File: src/scrb_pkg.sv
// Constants, field layout and carrier types for the readback word of the
// system control register.
// Assumes a single core clock; the serial pins are sampled, not clocked on.
`default_nettype none
package scrb_pkg;

  // Serial frame and word sizes.
  localparam int unsigned CMD_W  = 29;
  localparam int unsigned WORD_W = 24;
  localparam int unsigned PAD_W  = 5;
  localparam int unsigned CNT_W  = 5;

  // Field positions inside the 24-bit readback word.
  localparam int unsigned TAG_POS     = 22;
  localparam int unsigned CL_POS      = 18;
  localparam int unsigned CPO_POS     = 14;
  localparam int unsigned CMP_EN_POS  = 13;
  localparam int unsigned GSENSE_POS  = 12;
  localparam int unsigned SHD_ALM_POS = 11;
  localparam int unsigned LIM_ALM_POS = 10;
  localparam int unsigned RSW_POS     = 9;
  localparam int unsigned AMP_POS     = 8;
  localparam int unsigned SCALE_POS   = 6;
  localparam int unsigned TMP_EN_POS  = 5;
  localparam int unsigned TMP_SEL_POS = 3;
  localparam int unsigned UNLATCH_POS = 2;

  // Tag value of this word, and the upper command bits that request it.
  localparam logic [1:0] WORD_TAG        = 2'h0;
  localparam logic [6:0] CMD_RD_SYSCTL   = 7'h40;
  localparam logic [CNT_W-1:0] CMD_BITS  = 5'h1D;

  // Reset values of the held enables and of the output shift register.
  localparam logic [3:0]       CL_RST  = 4'h0;
  localparam logic [3:0]       CPO_RST = 4'h0;
  localparam logic [CMD_W-1:0] TX_RST  = 29'h0000_0000;

  // Settings that are simply reported, grouped as one carrier.
  typedef struct packed {
    logic       comparator_function_enable;
    logic       per_channel_ground_sense;
    logic       shield_fault_alarm_enable;
    logic       limit_fault_alarm_enable;
    logic       internal_resistor_switch;
    logic       shield_amp_enable;
    logic [1:0] measure_out_scale;
    logic       thermal_shutdown_enable;
    logic [1:0] thermal_trip_select;
    logic       alarm_unlatched;
  } scrb_cfg_t;

  // One write to a four-channel enable group.
  typedef struct packed {
    logic       wr;
    logic [3:0] mask;
    logic [3:0] val;
  } scrb_wr_t;

  typedef enum logic [1:0] {
    ST_IDLE  = 2'b01,
    ST_FRAME = 2'b10
  } scrb_state_t;

endpackage
`default_nettype wire

File: src/scrb_readback.sv
// Serial readback of the system control register word.
// Assumes the serial clock, frame select and data pins come from outside
// the core clock domain and run far slower than the core clock.
//
// Operation
// Readback word is 24 bits, bit 23 most significant.
// Word tag bits 23 and 22 are both zero for this register.
// Bits 21..18 report current-limit enables of channels 3..0.
// Each current-limit bit holds the latest write from either register.
// Bits 17..14 report comparator output enables of channels 3..0.
// Each comparator output enable holds the latest write from either path.
// Bit 13 reports the overall comparator function enable.
// Bit 12 reports the per-channel ground sense selection.
// Bits 11 and 10 report shield and limit fault alarm enables.
// Bit 9 reports the internal resistor switch state.
// Bit 8 reports the shield drive amplifier enable.
// Bits 7 and 6 report the measure output range code.
// Host requests with read flag set, channel and mode bits clear.
// Word loads into the top of 29 bits, five zeros below, rising shift.
// Bits 5..3 report thermal shutdown enable and trip select.
// Bit 2 reports unlatched alarms; bit 1 reads zero.
// All fields are sampled once when the read request is accepted.
`timescale 1ns/10ps
`default_nettype none
module scrb_readback
  import scrb_pkg::*;
(
  // Clock and reset.
  input  wire logic      ref_clk_i,
  input  wire logic      rst_b_i,
  // Serial pins.
  input  wire logic      sclk_i,
  input  wire logic      frame_sel_b_i,
  input  wire logic      sdi_i,
  output logic           sdo_o,
  // Enable writes from the two register paths.
  input  wire scrb_wr_t  sys_cl_wr_i,
  input  wire scrb_wr_t  pmu_cl_wr_i,
  input  wire scrb_wr_t  sys_cpo_wr_i,
  input  wire scrb_wr_t  pmu_cpo_wr_i,
  // Reported settings.
  input  wire scrb_cfg_t cfg_i
);

  function automatic logic [3:0] merge(input logic [3:0] cur,
                                       input scrb_wr_t   a,
                                       input scrb_wr_t   b);
    logic [3:0] r;
    r = cur;
    if (a.wr) begin
      r = (r & ~a.mask) | (a.val & a.mask);
    end
    if (b.wr) begin
      r = (r & ~b.mask) | (b.val & b.mask);
    end
    return r;
  endfunction

  function automatic logic [WORD_W-1:0] pack_word(input scrb_cfg_t c,
                                                  input logic [3:0] cl,
                                                  input logic [3:0] cpo);
    logic [WORD_W-1:0] w;
    w = '0;
    w[TAG_POS+:2]     = WORD_TAG;
    w[CL_POS+:4]      = cl;
    w[CPO_POS+:4]     = cpo;
    w[CMP_EN_POS]     = c.comparator_function_enable;
    w[GSENSE_POS]     = c.per_channel_ground_sense;
    w[SHD_ALM_POS]    = c.shield_fault_alarm_enable;
    w[LIM_ALM_POS]    = c.limit_fault_alarm_enable;
    w[RSW_POS]        = c.internal_resistor_switch;
    w[AMP_POS]        = c.shield_amp_enable;
    w[SCALE_POS+:2]   = c.measure_out_scale;
    w[TMP_EN_POS]     = c.thermal_shutdown_enable;
    w[TMP_SEL_POS+:2] = c.thermal_trip_select;
    w[UNLATCH_POS]    = c.alarm_unlatched;
    return w;
  endfunction

  // Reset release through two flip-flops.
  logic [1:0] rst_sync_q;
  logic       rst_sync_b;

  always_ff @(posedge ref_clk_i or negedge rst_b_i) begin
    if (!rst_b_i) begin
      rst_sync_q <= 2'h0;
    end else begin
      rst_sync_q <= {rst_sync_q[0], 1'b1};
    end
  end
  assign rst_sync_b = rst_sync_q[1];

  // Pin synchronisers; stage one feeds only stage two.
  logic [2:0] s1_q;
  logic [2:0] s2_q;
  logic [1:0] s3_q;

  always_ff @(posedge ref_clk_i or negedge rst_sync_b) begin
    if (!rst_sync_b) begin
      s1_q <= 3'h3;
      s2_q <= 3'h3;
      s3_q <= 2'h3;
    end else begin
      s1_q <= {sdi_i, frame_sel_b_i, sclk_i};
      s2_q <= s1_q;
      s3_q <= s2_q[1:0];
    end
  end

  logic sclk_rise;
  logic sclk_fall;
  logic frame_start;
  logic frame_end;
  logic sdi_s;

  assign sclk_rise   = s2_q[0] & ~s3_q[0];
  assign sclk_fall   = ~s2_q[0] & s3_q[0];
  assign frame_start = ~s2_q[1] & s3_q[1];
  assign frame_end   = s2_q[1] & ~s3_q[1];
  assign sdi_s       = s2_q[2];

  // Frame state, command capture, held enables and output shift register.
  scrb_state_t      st_q,  st_d;
  logic [CMD_W-1:0] rx_q,  rx_d;
  logic [CNT_W-1:0] cnt_q, cnt_d;
  logic [CMD_W-1:0] tx_q,  tx_d;
  logic [3:0]       cl_q,  cl_d;
  logic [3:0]       cpo_q, cpo_d;
  logic             load;

  // The request takes effect only on a frame of at least 29 bits; a short or
  // aborted frame loads no new word, but its rising edges still shift tx_q.
  assign load = (st_q == ST_FRAME) && frame_end && (cnt_q == CMD_BITS)
                && (rx_q[CMD_W-1 -: 7] == CMD_RD_SYSCTL);

  always_comb begin
    st_d  = st_q;
    rx_d  = rx_q;
    cnt_d = cnt_q;
    tx_d  = tx_q;
    cl_d  = merge(cl_q, sys_cl_wr_i, pmu_cl_wr_i);
    cpo_d = merge(cpo_q, sys_cpo_wr_i, pmu_cpo_wr_i);
    unique case (st_q)
      ST_IDLE: begin
        if (frame_start) begin
          st_d  = ST_FRAME;
          cnt_d = '0;
        end
      end
      ST_FRAME: begin
        if (frame_end) begin
          st_d = ST_IDLE;
        end else if (sclk_fall) begin
          rx_d = {rx_q[CMD_W-2:0], sdi_s};
          if (cnt_q != CMD_BITS) begin
            cnt_d = cnt_q + 5'h01;
          end
        end
        if (sclk_rise && !frame_end) begin
          tx_d = {tx_q[CMD_W-2:0], 1'b0};
        end
      end
      default: begin
        st_d = ST_IDLE;
      end
    endcase
    // A single snapshot keeps the word coherent while it shifts out.
    if (load) begin
      tx_d = {pack_word(cfg_i, cl_q, cpo_q), {PAD_W{1'b0}}};
    end
  end

  always_ff @(posedge ref_clk_i or negedge rst_sync_b) begin
    if (!rst_sync_b) begin
      st_q  <= ST_IDLE;
      rx_q  <= TX_RST;
      cnt_q <= '0;
      tx_q  <= TX_RST;
      cl_q  <= CL_RST;
      cpo_q <= CPO_RST;
    end else begin
      st_q  <= st_d;
      rx_q  <= rx_d;
      cnt_q <= cnt_d;
      tx_q  <= tx_d;
      cl_q  <= cl_d;
      cpo_q <= cpo_d;
    end
  end

  assign sdo_o = tx_q[CMD_W-1];

  property p_tag;
    @(posedge ref_clk_i) disable iff (!rst_sync_b)
    load |=> tx_q[28:27] == 2'h0;
  endproperty
  a_tag: assert property (p_tag) else $error("tag not zero");

  property p_cl;
    @(posedge ref_clk_i) disable iff (!rst_sync_b)
    load |=> tx_q[26:23] == $past(cl_q);
  endproperty
  a_cl: assert property (p_cl) else $error("limit bits wrong");

  property p_cl_wr;
    @(posedge ref_clk_i) disable iff (!rst_sync_b)
    (sys_cl_wr_i.wr && sys_cl_wr_i.mask == 4'hF && !pmu_cl_wr_i.wr)
      |=> cl_q == $past(sys_cl_wr_i.val);
  endproperty
  a_cl_wr: assert property (p_cl_wr) else $error("limit write lost");

  property p_cpo;
    @(posedge ref_clk_i) disable iff (!rst_sync_b)
    load |=> tx_q[22:19] == $past(cpo_q);
  endproperty
  a_cpo: assert property (p_cpo) else $error("cmp out bits wrong");

  property p_cpo_wr;
    @(posedge ref_clk_i) disable iff (!rst_sync_b)
    (pmu_cpo_wr_i.wr && pmu_cpo_wr_i.mask == 4'hF)
      |=> cpo_q == $past(pmu_cpo_wr_i.val);
  endproperty
  a_cpo_wr: assert property (p_cpo_wr) else $error("cmp write lost");

  property p_mid;
    @(posedge ref_clk_i) disable iff (!rst_sync_b)
    load |=> tx_q[18:11] == {$past(cfg_i.comparator_function_enable),
      $past(cfg_i.per_channel_ground_sense),
      $past(cfg_i.shield_fault_alarm_enable),
      $past(cfg_i.limit_fault_alarm_enable),
      $past(cfg_i.internal_resistor_switch),
      $past(cfg_i.shield_amp_enable), $past(cfg_i.measure_out_scale)};
  endproperty
  a_mid: assert property (p_mid) else $error("setting bits wrong");

  property p_low;
    @(posedge ref_clk_i) disable iff (!rst_sync_b)
    load |=> tx_q[10:5] == {$past(cfg_i.thermal_shutdown_enable),
      $past(cfg_i.thermal_trip_select), $past(cfg_i.alarm_unlatched),
      2'h0};
  endproperty
  a_low: assert property (p_low) else $error("thermal bits wrong");

  property p_pad;
    @(posedge ref_clk_i) disable iff (!rst_sync_b)
    load |=> tx_q[4:0] == 5'h00 ##1 tx_q[4:0] == 5'h00;
  endproperty
  a_pad: assert property (p_pad) else $error("pad not zero");

  property p_hold;
    @(posedge ref_clk_i) disable iff (!rst_sync_b)
    (!load && !(sclk_rise && st_q == ST_FRAME)) |=> $stable(tx_q);
  endproperty
  a_hold: assert property (p_hold) else $error("word changed");

  property p_shift;
    @(posedge ref_clk_i) disable iff (!rst_sync_b)
    (sclk_rise && st_q == ST_FRAME && !frame_end && !load)
      |=> tx_q == {$past(tx_q[27:0]), 1'b0};
  endproperty
  a_shift: assert property (p_shift) else $error("bad shift");

endmodule
`default_nettype wire

File: config.mk
export PLATFORM = sky130hd
export DESIGN_NAME = scrb_readback
export DESIGN_NICKNAME = d
export VERILOG_FILES = /design/src/scrb_pkg.sv /design/src/scrb_readback.sv
export SDC_FILE = /design/constraint.sdc
export NUM_CORES = 1
export LEC_CHECK = 0
export BUFFER_PORTS_ARGS = -buffer_cell sky130_fd_sc_hd__buf_2
export CAP_MARGIN = 10
export CELL_PAD_IN_SITES_DETAIL_PLACEMENT = 1
export CELL_PAD_IN_SITES_GLOBAL_PLACEMENT = 1
export CORE_MARGIN = 10
export CORE_UTILIZATION = 45
export CTS_CLUSTER_SIZE = 28
export DETAILED_ROUTE_END_ITERATION = 10
export PLACE_DENSITY = 0.82
export REMOVE_ABC_BUFFERS = 1
export SLEW_MARGIN = 25
export SYNTH_ARGS = -nofsm -noshare
export SYNTH_HDL_FRONTEND = slang
export SYNTH_SLANG_ARGS = --single-unit
File: constraint.sdc
create_clock -name ref_clk_i -period 2.78 [get_ports ref_clk_i]
set_input_delay 0.278 -clock ref_clk_i [delete_from_list [all_inputs] [get_ports ref_clk_i]]
set_output_delay 0.278 -clock ref_clk_i [all_outputs]
set_load 0.02 [all_outputs]
==> reports/metrics.cfg, run 1 <==
[outcome]
status=complete, no violations

[yosys]
synth_area_leaders=dfrtp_1 (54%), mux2_2 (9.6%), dfstp_2 (5.8%)
yosysUniqueCellTypes=34
synth.avg_cell_area_um2=13.1
netlist_area_um2=3170
yosys.area.top_type=dfrtp_1
yosysWarnings=0
synth_seq_area_share_pct=60.2
yosys.area.top_type_share_pct=54.4
synthCells=243
ys_ff_latch=76

[placement]
place_ws_ns=0.516
io_buffers=53
hpwl_um=4860
placed_cell_area_um2=3540
routabilityCongestion=0.746

[final_layout]
post-route-util_pct=54.4
final_cell_mix=dfrtp_1 (68), buf_2 (53), mux2_2 (27)
final_common_cell=dfrtp_1
layout.nets=357
nFillCells=745
layout-drive-gt1-share_pct=38.2
antenna_cells=0
final_cell_area_um2=3720
syn2layout_area_growth_pct=17.2

[sta]
setup-tns-final_ns=0
fin_crit_ns=2.28
slew_viol_final=0
setup_viol=0
postLayoutSetupSlackWorst_ns=0.502
fin_crit_sh_pct=81.9
relSlewSlack_pct=49.5
finalClockSkew_ns=0.0119
hold_viol_final=0
fmaxAchievable_ghz=0.439
worst_slew_pin_slew_ns=0.758
rsz0062_at_grt=no

[route]
routed.top_layer=met4
wl_met2_um=3410
avgRoutedWirePerCell_um=16.6
antenna_left=0
firstDrtPassIters=4
met1Wirelength_um=2880
via_per_inst=5.24
vias=2105
wl_met3_um=263
remaining_drc_errors=0
drtIter0Drc=88
routed_wirelength_um=6660

[grt]
grt_max_degree=42
antenna_found_initial=0
overflow=0
grt_usage_pct=12.8
grt_pass1_vias=2395
grt_pass1_wl_um=11400

[setup_path]
worstSetupPathType=reg -> reg
worst_setup_path_end_kind=register
r2r-start=rx_q[23]
arrival_ns=2.50
cpMaxStageDelayCell=or4_1
reg2regPathDepth=4
crit_chain=or4b_1 -> or4_1 -> buf_4 -> o221a_2
reg2reg_slack_ns=0.50
worstReg2RegEnd=tx_q[21]
worst-path-buf-inv=1
cp.required_ns=3.00
cp-start-kind=register
max_stage_delay_ns=0.70
worstPathMaxFanout=17
crit_family=simple AND/OR/NAND/NOR gates

[cts]
cts_resized=0
cts_tree=done
ctsRootBufferMaster=clkbuf_8
clock_path_buffers=2
h-tree-depth=3
cts_sinks=76
hold_buffers=1
clk_latency_ns=0.34
post-cts-setup-buffer-count=0
clkSlewWorstSetupHoldPaths_ns=0.08
cts_buffers=9

[pwr]
p_per_area_nw_per_um2=605
fin_total_pwr_mw=2.25
ir_worst_vdd_mv=0.271
p_leak_nw=1.79

[worst_hold_path]
min_path_cells=1
worstHoldStart=sclk_i
hp-class=in -> reg
holdPathEnd=s1_q[0]

[floorplanning]
dieHeight_um=104
io_pins=54
core_area_um2=6830
die_area_um2=10800
rows=30
die_width_um=104
start_util_pct=46.4

[run]
drv_cap=0

[sequential cells by signal, summed over array words and instances (netlist names)]
| signal | count |
|---|---|
| cl_q | 4 |
| cnt_q | 5 |
| cpo_q | 4 |
| rst_sync_q | 2 |
| rx_q | 29 |
| s1_q | 3 |
| s2_q | 3 |
| s3_q | 2 |
| st_q | 2 |
| tx_q | 22 |
[report_power, final]
part           switching (mW)  internal (mW)  total [mW]
sequential             0.0780           1.22        1.30
clock                   0.381          0.348       0.729
combinational          0.0753          0.144       0.220
[through the flow]
step,hold slack (ns),std cells
floorplan,-0.0176,232
finish,0.0276,402
global placement,0.0629,386
detailed placement,0.0664,386
global route,0.00252,402
CTS,0.0112,402
[worst max-delay path by stage]
stage,depth (start not counted),end,slack [ns],startpoint
3_3_place_gp,4,tx_q[18],0.57,rx_q[23]
6_report,4,tx_q[21],0.50,rx_q[23]
4_1_cts,4,tx_q[23],0.50,rx_q[23]
3_5_place_dp,4,tx_q[21],0.52,rx_q[23]
2_1_floorplan,4,tx_q[18],0.40,s3_q[1]
5_1_grt,4,tx_q[21],0.44,rx_q[23]
[routing by layer]
metal	up-vias	track usage [%]
li1	987	-
met1	1072	14.5
met2	36	21.4
met3	10	4.83
met4	0	4.97
met5	-	0
[kinds of logic (layout without fill, tap and decap cells)]
family,count (synthesis),in the layout,synth area share [%]
buffers and inverters,15,78,2.92
AND/OR/NAND/NOR,70,70,12.3
other,1,1,0.118
flip-flops,76,76,60.2
AO/OA/AOI/OAI,41,41,10.5
adder cells (fa/ha/maj),2,2,0.789
multiplexers,38,38,13.1
[layout make-up]
| class | count | area [um^2] | share of cell area (%) |
|---|---|---|---|
| flip-flops and latches | 76 | 1910 | 51.4 |
| multi-input cells | 152 | 1180 | 31.7 |
| repair buffers | 59 | 325 | 8.75 |
| clock buffers | 12 | 145 | 3.90 |
| well taps | 96 | 120 | 3.23 |
| clock inverters | 3 | 22.5 | 0.606 |
| inverters | 4 | 15.0 | 0.404 |
[cells in the mapped netlist, drive strengths merged]
master and instances:
o21ai 8, nor2b 3, a21oi 10, nand2 25
nor4bb 1, clkbuf 3, mux2i 9, and3 1
or4b 1, inv 4, nand2b 22, or4bb 1
nand4 2, or3 1, conb 1, or4 1
a31oi 2, dfrtp 69, dfstp 7, mux2 29
nand4bb 1, nand3b 1, o41ai 1, nor2 9
a41oi 1, buf 8, ha 2, o221a 19
nor4b 1
(Power assumes the default switching activity.)
==> run 2: changes to the inputs <==
ABC_AREA = 1   (was unset)
CORE_UTILIZATION = 42   (was 45)
clock period = 2.4 ns   (was 2.78 ns; I/O delays follow)
==> run 2 against run 1 <==
  * First-iteration DRC count is 11% lower
  * Sequential share of layout area shrank 3.8 points
  * Flip-flop and latch count did not move
  * Critical path depth is 4 higher
  * Register-to-register slack lost 0.04 ns
  * Routed wire length increased by 16%
  * Largest power group unchanged
  * Combinational power rose to 4.3 times the previous value
  * Clock power is 47% higher
==> reports/metrics.cfg, run 2 <==
[route]
avgRoutedWirePerCell_um=14.0  ; -16%
drtIter0Drc=78  ; -11%
routed_wirelength_um=7720  ; +16%
remaining_drc_errors=0  ; unchanged
via_per_inst=4.88  ; -6.8%
antenna_left=0  ; unchanged
vias=2698  ; +28%
firstDrtPassIters=4  ; unchanged

[sta]
postLayoutSetupSlackWorst_ns=0.457  ; -0.0450 ns
setup_viol=0  ; unchanged
worst_slew_pin_slew_ns=0.666  ; -0.0918 ns
relSlewSlack_pct=55.6  ; +6.1 points
hold_viol_final=0  ; unchanged
fmaxAchievable_ghz=0.515  ; +17%
rsz0062_at_grt=no
slew_viol_final=0  ; unchanged
fin_crit_ns=1.94  ; -0.335 ns
finalClockSkew_ns=0.00869  ; -0.00317 ns
fin_crit_sh_pct=80.9  ; -0.99 points
setup-tns-final_ns=0  ; unchanged

[final_layout]
largest_reg_flops=29  ; unchanged
top_regs=rx_q: 29 flops, tx_q: 22 flops, cnt_q: 5 flops
antenna_cells=0  ; unchanged
final_cell_mix=dfrtp_1 (68), nand2_1 (57), inv_1 (55), nor2_1 (55), buf_2 (53)
nFillCells=945  ; +27%
syn2layout_area_growth_pct=17.6
final_common_cell=dfrtp_1
layout-drive-gt1-share_pct=22.8  ; -15 points
layout.nets=501  ; +40%
top_register=rx_q

[setup_path]
worstPathMaxFanout=18  ; +1
worst_setup_path_end_kind=register
worstSetupPathType=reg -> reg
cp.required_ns=2.67  ; -0.33 ns
crit_family=simple AND/OR/NAND/NOR gates
arrival_ns=2.22  ; -0.28 ns
cpMaxStageDelayCell=dfstp_2
worst-path-buf-inv=1  ; unchanged
max_stage_delay_ns=0.54  ; -0.16 ns
cp-start-kind=register
crit_chain=inv_1 -> nor2_2 -> nand2_2 -> nor2_8 -> nand2_4 -> nand2_2 -> nor2_1 -> nor2_1

[grt]
grt_pass1_vias=2977  ; +24%
grt_pass1_wl_um=13500  ; +18%
overflow=0  ; unchanged
antenna_found_initial=0  ; unchanged
grt_max_degree=59  ; +40%
grt_usage_pct=13.7  ; +0.90 points

[yosys]
yosysWarnings=0  ; unchanged
ys.flop_type=dfrtp_1
ys_async_sr_fraction_pct=100  ; unchanged
synth_area_leaders=dfrtp_1 (51%), nand2_1 (6.3%), inv_1 (6.0%)
netlist_area_um2=3410  ; +7.7%
synth.most_common_cell=dfrtp_1
yosys.area.top_type=dfrtp_1
ys_ff_latch=76  ; unchanged
synth_common_cells=dfrtp_1 (69), nand2_1 (57), inv_1 (55), nor2_1 (55), nand3_1 (33)
synthCells=389  ; +60%
synth_edf_count=0  ; unchanged
synth_seq_area_share_pct=56.0  ; -4.3 points
synth.avg_cell_area_um2=8.78  ; -33%
yosys.area.top_type_share_pct=50.6  ; -3.9 points
yosysUniqueCellTypes=26  ; -24%

[placement]
routabilityCongestion=0.772  ; +3.5%
place_ws_ns=0.551  ; +0.0346 ns
io_buffers=53  ; unchanged
hpwl_um=5530  ; +14%

[cts]
cts_resized=0  ; unchanged
clk_latency_ns=0.35  ; about the same
cts_buffers=9  ; unchanged
ctsRootBufferMaster=clkbuf_8
cts_sinks=76  ; unchanged
hold_buffers=4  ; +3
cts_tree=done
clock_path_buffers=2  ; unchanged
post-cts-setup-buffer-count=0  ; unchanged
h-tree-depth=3  ; unchanged
clkSlewWorstSetupHoldPaths_ns=0.08  ; about the same

[pwr]
ir_worst_vdd_mv=0.330  ; +22%
p_per_area_nw_per_um2=997  ; +65%
p_leak_nw=2.11  ; +18%

[floorplanning]
start_util_pct=43.7  ; -2.7 points
die_area_um2=12100  ; +12%
dieHeight_um=110  ; +6.0%
rows=32  ; +6.7%
core_area_um2=7810  ; +14%
die_width_um=110  ; +6.0%
io_pins=54  ; unchanged

[run]
drv_cap=0  ; unchanged

[outcome]
status=complete, no violations

[worst_hold_path]
hp-class=in -> reg

[run 2: tightest hold or removal path, cell delays in order]
cell and delay, ns:
buf_2 0.08, o22ai_1 0.07, inv_1 0.05
[run 2: final cells by class]
| cell class | instances | area, um^2 | area share [%] |
|---|---|---|---|
| timing repair buffer | 60 | 340 | 8.48 |
| inverter | 58 | 218 | 5.42 |
| clock buffer | 12 | 145 | 3.61 |
| clock inverter | 4 | 72.6 | 1.81 |
| multi-input combinational | 241 | 1200 | 29.9 |
| sequential | 76 | 1910 | 47.6 |
| tap | 102 | 128 | 3.18 |
[run 2: stage by stage]
step                util [%]  total power, mW  hold WS, ns  std cells  instance area (um^2)
floorplan                  -             2.64      -0.0556        375                  3330
global placement        48.1             2.86       0.0254        533                  3760
detailed placement      48.1             2.96       0.0255        533                  3760
CTS                     51.4             4.08       0.0987        553                  4020
global route            51.4             4.35        0.120        553                  4020
finish                  51.4             4.00        0.123        553                  4020
[run 2: per-layer routing]
metal / track usage, % / share of wire [%] / vias to the layer above
met2: 22.5 / 49 / 50
li1: - / - / 1346
met5: 0 / 0 / -
met4: 5.41 / 1.9 / 0
met3: 3.31 / 3.5 / 13
met1: 17.2 / 45 / 1289
[run 2: cells by family after synthesis]
family	count (synthesis)	share of synthesized area [%]
AOI/OAI and AO/OA	67	10.5
adders and majority gates	2	0.733
buffers and inverters	72	8.90
DFF	76	56.0
other	1	0.110
and+or+nand+nor	171	23.8
[run 2: worst paths after layout]
path | to | cells past startpoint | from | slack [ns]
min reg2reg | rx_q[5] | 0 | rst_sync_q[1] | 0.31
min in group asynchronous | rst_sync_q[1] | 2 | rst_b_i | 0.20
max in group asynchronous | s3_q[0] | 1 | rst_sync_q[1] | 1.37
max | tx_q[9] | 8 | s2_q[1] | 0.46
max reg2reg | tx_q[9] | 8 | s2_q[1] | 0.46
min | cpo_q[3] | 3 | pmu_cpo_wr_i[3] | 0.12
[run 2: power breakdown]
group          total (mW)  internal, mW  switching [mW]
clock                1.07         0.613           0.456
combinational       0.953         0.367           0.586
sequential           1.98          1.74           0.237
==> run 3: changes to the inputs <==
ABC_AREA = 0   (was 1)
CORE_UTILIZATION = 45   (was 42)
clock period = 2.03 ns   (was 2.4 ns; I/O delays follow)
==> run 3 against run 2 <==
  * Maximum frequency shrank 1.5%
  * Via count shrank 21%
  * Sequential share of layout area grew 1.8 points
  * Final cell count shrank 25%
  * Count of clock-buffer cells in the layout grew 1
  * Utilization grew 5.2 points
  * Clock skew is essentially flat
  * Critical endpoint is now tx_q[26]
  * Largest power group unchanged
==> reports/metrics.cfg, run 3 (synthesis results as in run 1) <==
[floorplanning]
die_width_um=104  ; -5.6%
core_area_um2=6830  ; -13%
dieHeight_um=104  ; -5.6%
start_util_pct=46.4  ; +2.7 points
die_area_um2=10800  ; -11%
rows=30  ; -6.3%
io_pins=54  ; unchanged

[setup_path]
cp-start-kind=register
worstSetupPathType=reg -> reg
reg2regPathDepth=4  ; -4
worstPathMaxFanout=10  ; -8
reg2reg_slack_ns=0.06  ; -0.40 ns
crit_chain=or4b_1 -> or4_4 -> buf_4 -> o221a_2
crit_family=simple AND/OR/NAND/NOR gates
worst-path-buf-inv=1  ; unchanged
worstReg2RegEnd=tx_q[26]
r2r-start=rx_q[23]
arrival_ns=2.21  ; about the same
max_stage_delay_ns=0.54  ; about the same
cpMaxStageDelayCell=or4b_1
cp.required_ns=2.26  ; -0.41 ns
worst_setup_path_end_kind=register

[sta]
finalClockSkew_ns=0.00820  ; -0.000494 ns
hold_viol_final=0  ; unchanged
fin_crit_ns=1.97  ; +0.0304 ns
rsz0062_at_grt=no
timing.hold.ws_ns=0.104  ; -0.0195 ns
slew_viol_final=0  ; unchanged
fin_crit_sh_pct=97.2  ; +16 points
setup_viol=0  ; unchanged
fmaxAchievable_ghz=0.507  ; -1.5%

[final_layout]
top_register=rx_q
layout.nets=370  ; -26%
layout-drive-gt1-share_pct=40.3  ; +17 points
final_cell_mix=dfrtp_1 (68), buf_2 (53), mux2_2 (27)
post-route-util_pct=56.6  ; +5.2 points
top_regs=rx_q: 29 flops, tx_q: 22 flops, cnt_q: 5 flops
antenna_cells=0  ; unchanged
syn2layout_area_growth_pct=21.9
final_common_cell=dfrtp_1
final_cell_area_um2=3870  ; -3.7%
largest_reg_flops=29  ; unchanged

[cts]
post-cts-setup-buffer-count=0  ; unchanged
cts_buffers=9  ; unchanged
clk_latency_ns=0.34  ; about the same
cts_tree=done
cts_sinks=76  ; unchanged
ctsRootBufferMaster=clkbuf_8
clkSlewWorstSetupHoldPaths_ns=0.08  ; about the same
h-tree-depth=3  ; unchanged
clock_path_buffers=2  ; unchanged

[placement]
routabilityCongestion=0.770  ; -0.28%
hpwl_um=4980  ; -9.8%
io_buffers=53  ; unchanged
placed_cell_area_um2=3610  ; -3.8%

[worst_hold_path]
holdPathEnd=cpo_q[3]
hp-class=in -> reg
worstHoldStart=pmu_cpo_wr_i[3]
min_path_cells=3  ; unchanged

[route]
avgRoutedWirePerCell_um=16.3  ; +17%
antenna_left=0  ; unchanged
routed_wirelength_um=6790  ; -12%
vias=2119  ; -21%
firstDrtPassIters=4  ; unchanged
drtIter0Drc=59  ; -24%
via_per_inst=5.09  ; +4.4%
remaining_drc_errors=0  ; unchanged

[grt]
overflow=0  ; unchanged
grt_pass1_vias=2450  ; -18%
grt_usage_pct=13.4  ; -0.37 points
antenna_found_initial=0  ; unchanged
grt_max_degree=45  ; -24%
grt_pass1_wl_um=11900  ; -11%

[outcome]
status=complete, no violations

[pwr]
p_leak_nw=1.87  ; -12%
fin_total_pwr_mw=3.26  ; -19%
ir_worst_vdd_mv=0.409  ; +24%
p_per_area_nw_per_um2=842  ; -16%

[run]
drv_cap=0  ; unchanged

==> run 3: worst max-delay path by stage <==
stage                        start       end  slack, ns  cells past startpoint
after CTS                 rx_q[23]  tx_q[26]       0.07                      4
after global placement    rx_q[23]  tx_q[18]      -0.05                      4
after floorplan            s3_q[1]  tx_q[18]      -0.35                      4
after global routing      rx_q[23]  tx_q[26]     0.0006                      4
final                     rx_q[23]  tx_q[26]       0.06                      4
after detailed placement  rx_q[23]  tx_q[18]      -0.11                      4
==> run 3: per-layer routing <==
metal,vias up,routed length (um),global-route usage (%)
li1,1010,-,-
met5,-,0,0
met3,11,264,4.52
met1,1059,2950,15.4
met4,0,95,4.47
met2,39,3480,22.7
==> run 3: stage by stage <==
stage	worst slack (ns)	setup TNS, ns	cells
after CTS	0.0653	0	416
after detailed placement	-0.111	-1.57	396
after global placement	-0.0519	-0.593	396
after global routing	0.000566	0	416
final	0.0569	0	416
after floorplan	-0.347	-22.21	232
==> run 3: area by class of cell <==
type / instances / area [um^2]
clock buffers: 13 / 159
multi-input cells: 152 / 1180
inverters: 4 / 15.0
fillers: 732 / 2960
clock inverters: 3 / 46.3
well taps: 96 / 120
flip-flops and latches: 76 / 1910
repair buffers: 72 / 434
==> run 3: timing repair <==
action / CTS / global route
hold buffers: 4 / 0
resized for setup: 2 / 0
endpoints found under the setup margin: 21 / 0
endpoints found under the hold margin: 5 / 0
==> run 3: power breakdown <==
group	switching (mW)	internal (mW)
clock	0.532	0.638
sequential	0.0924	1.67
combinational	0.114	0.206
==> run 3: worst min-delay path, delay by kind of cell <==
kind | cells | cell delay [ns]
compound gates | 1 | 0.10
simple gates | 1 | 0.03
buf+inv | 1 | 0.07
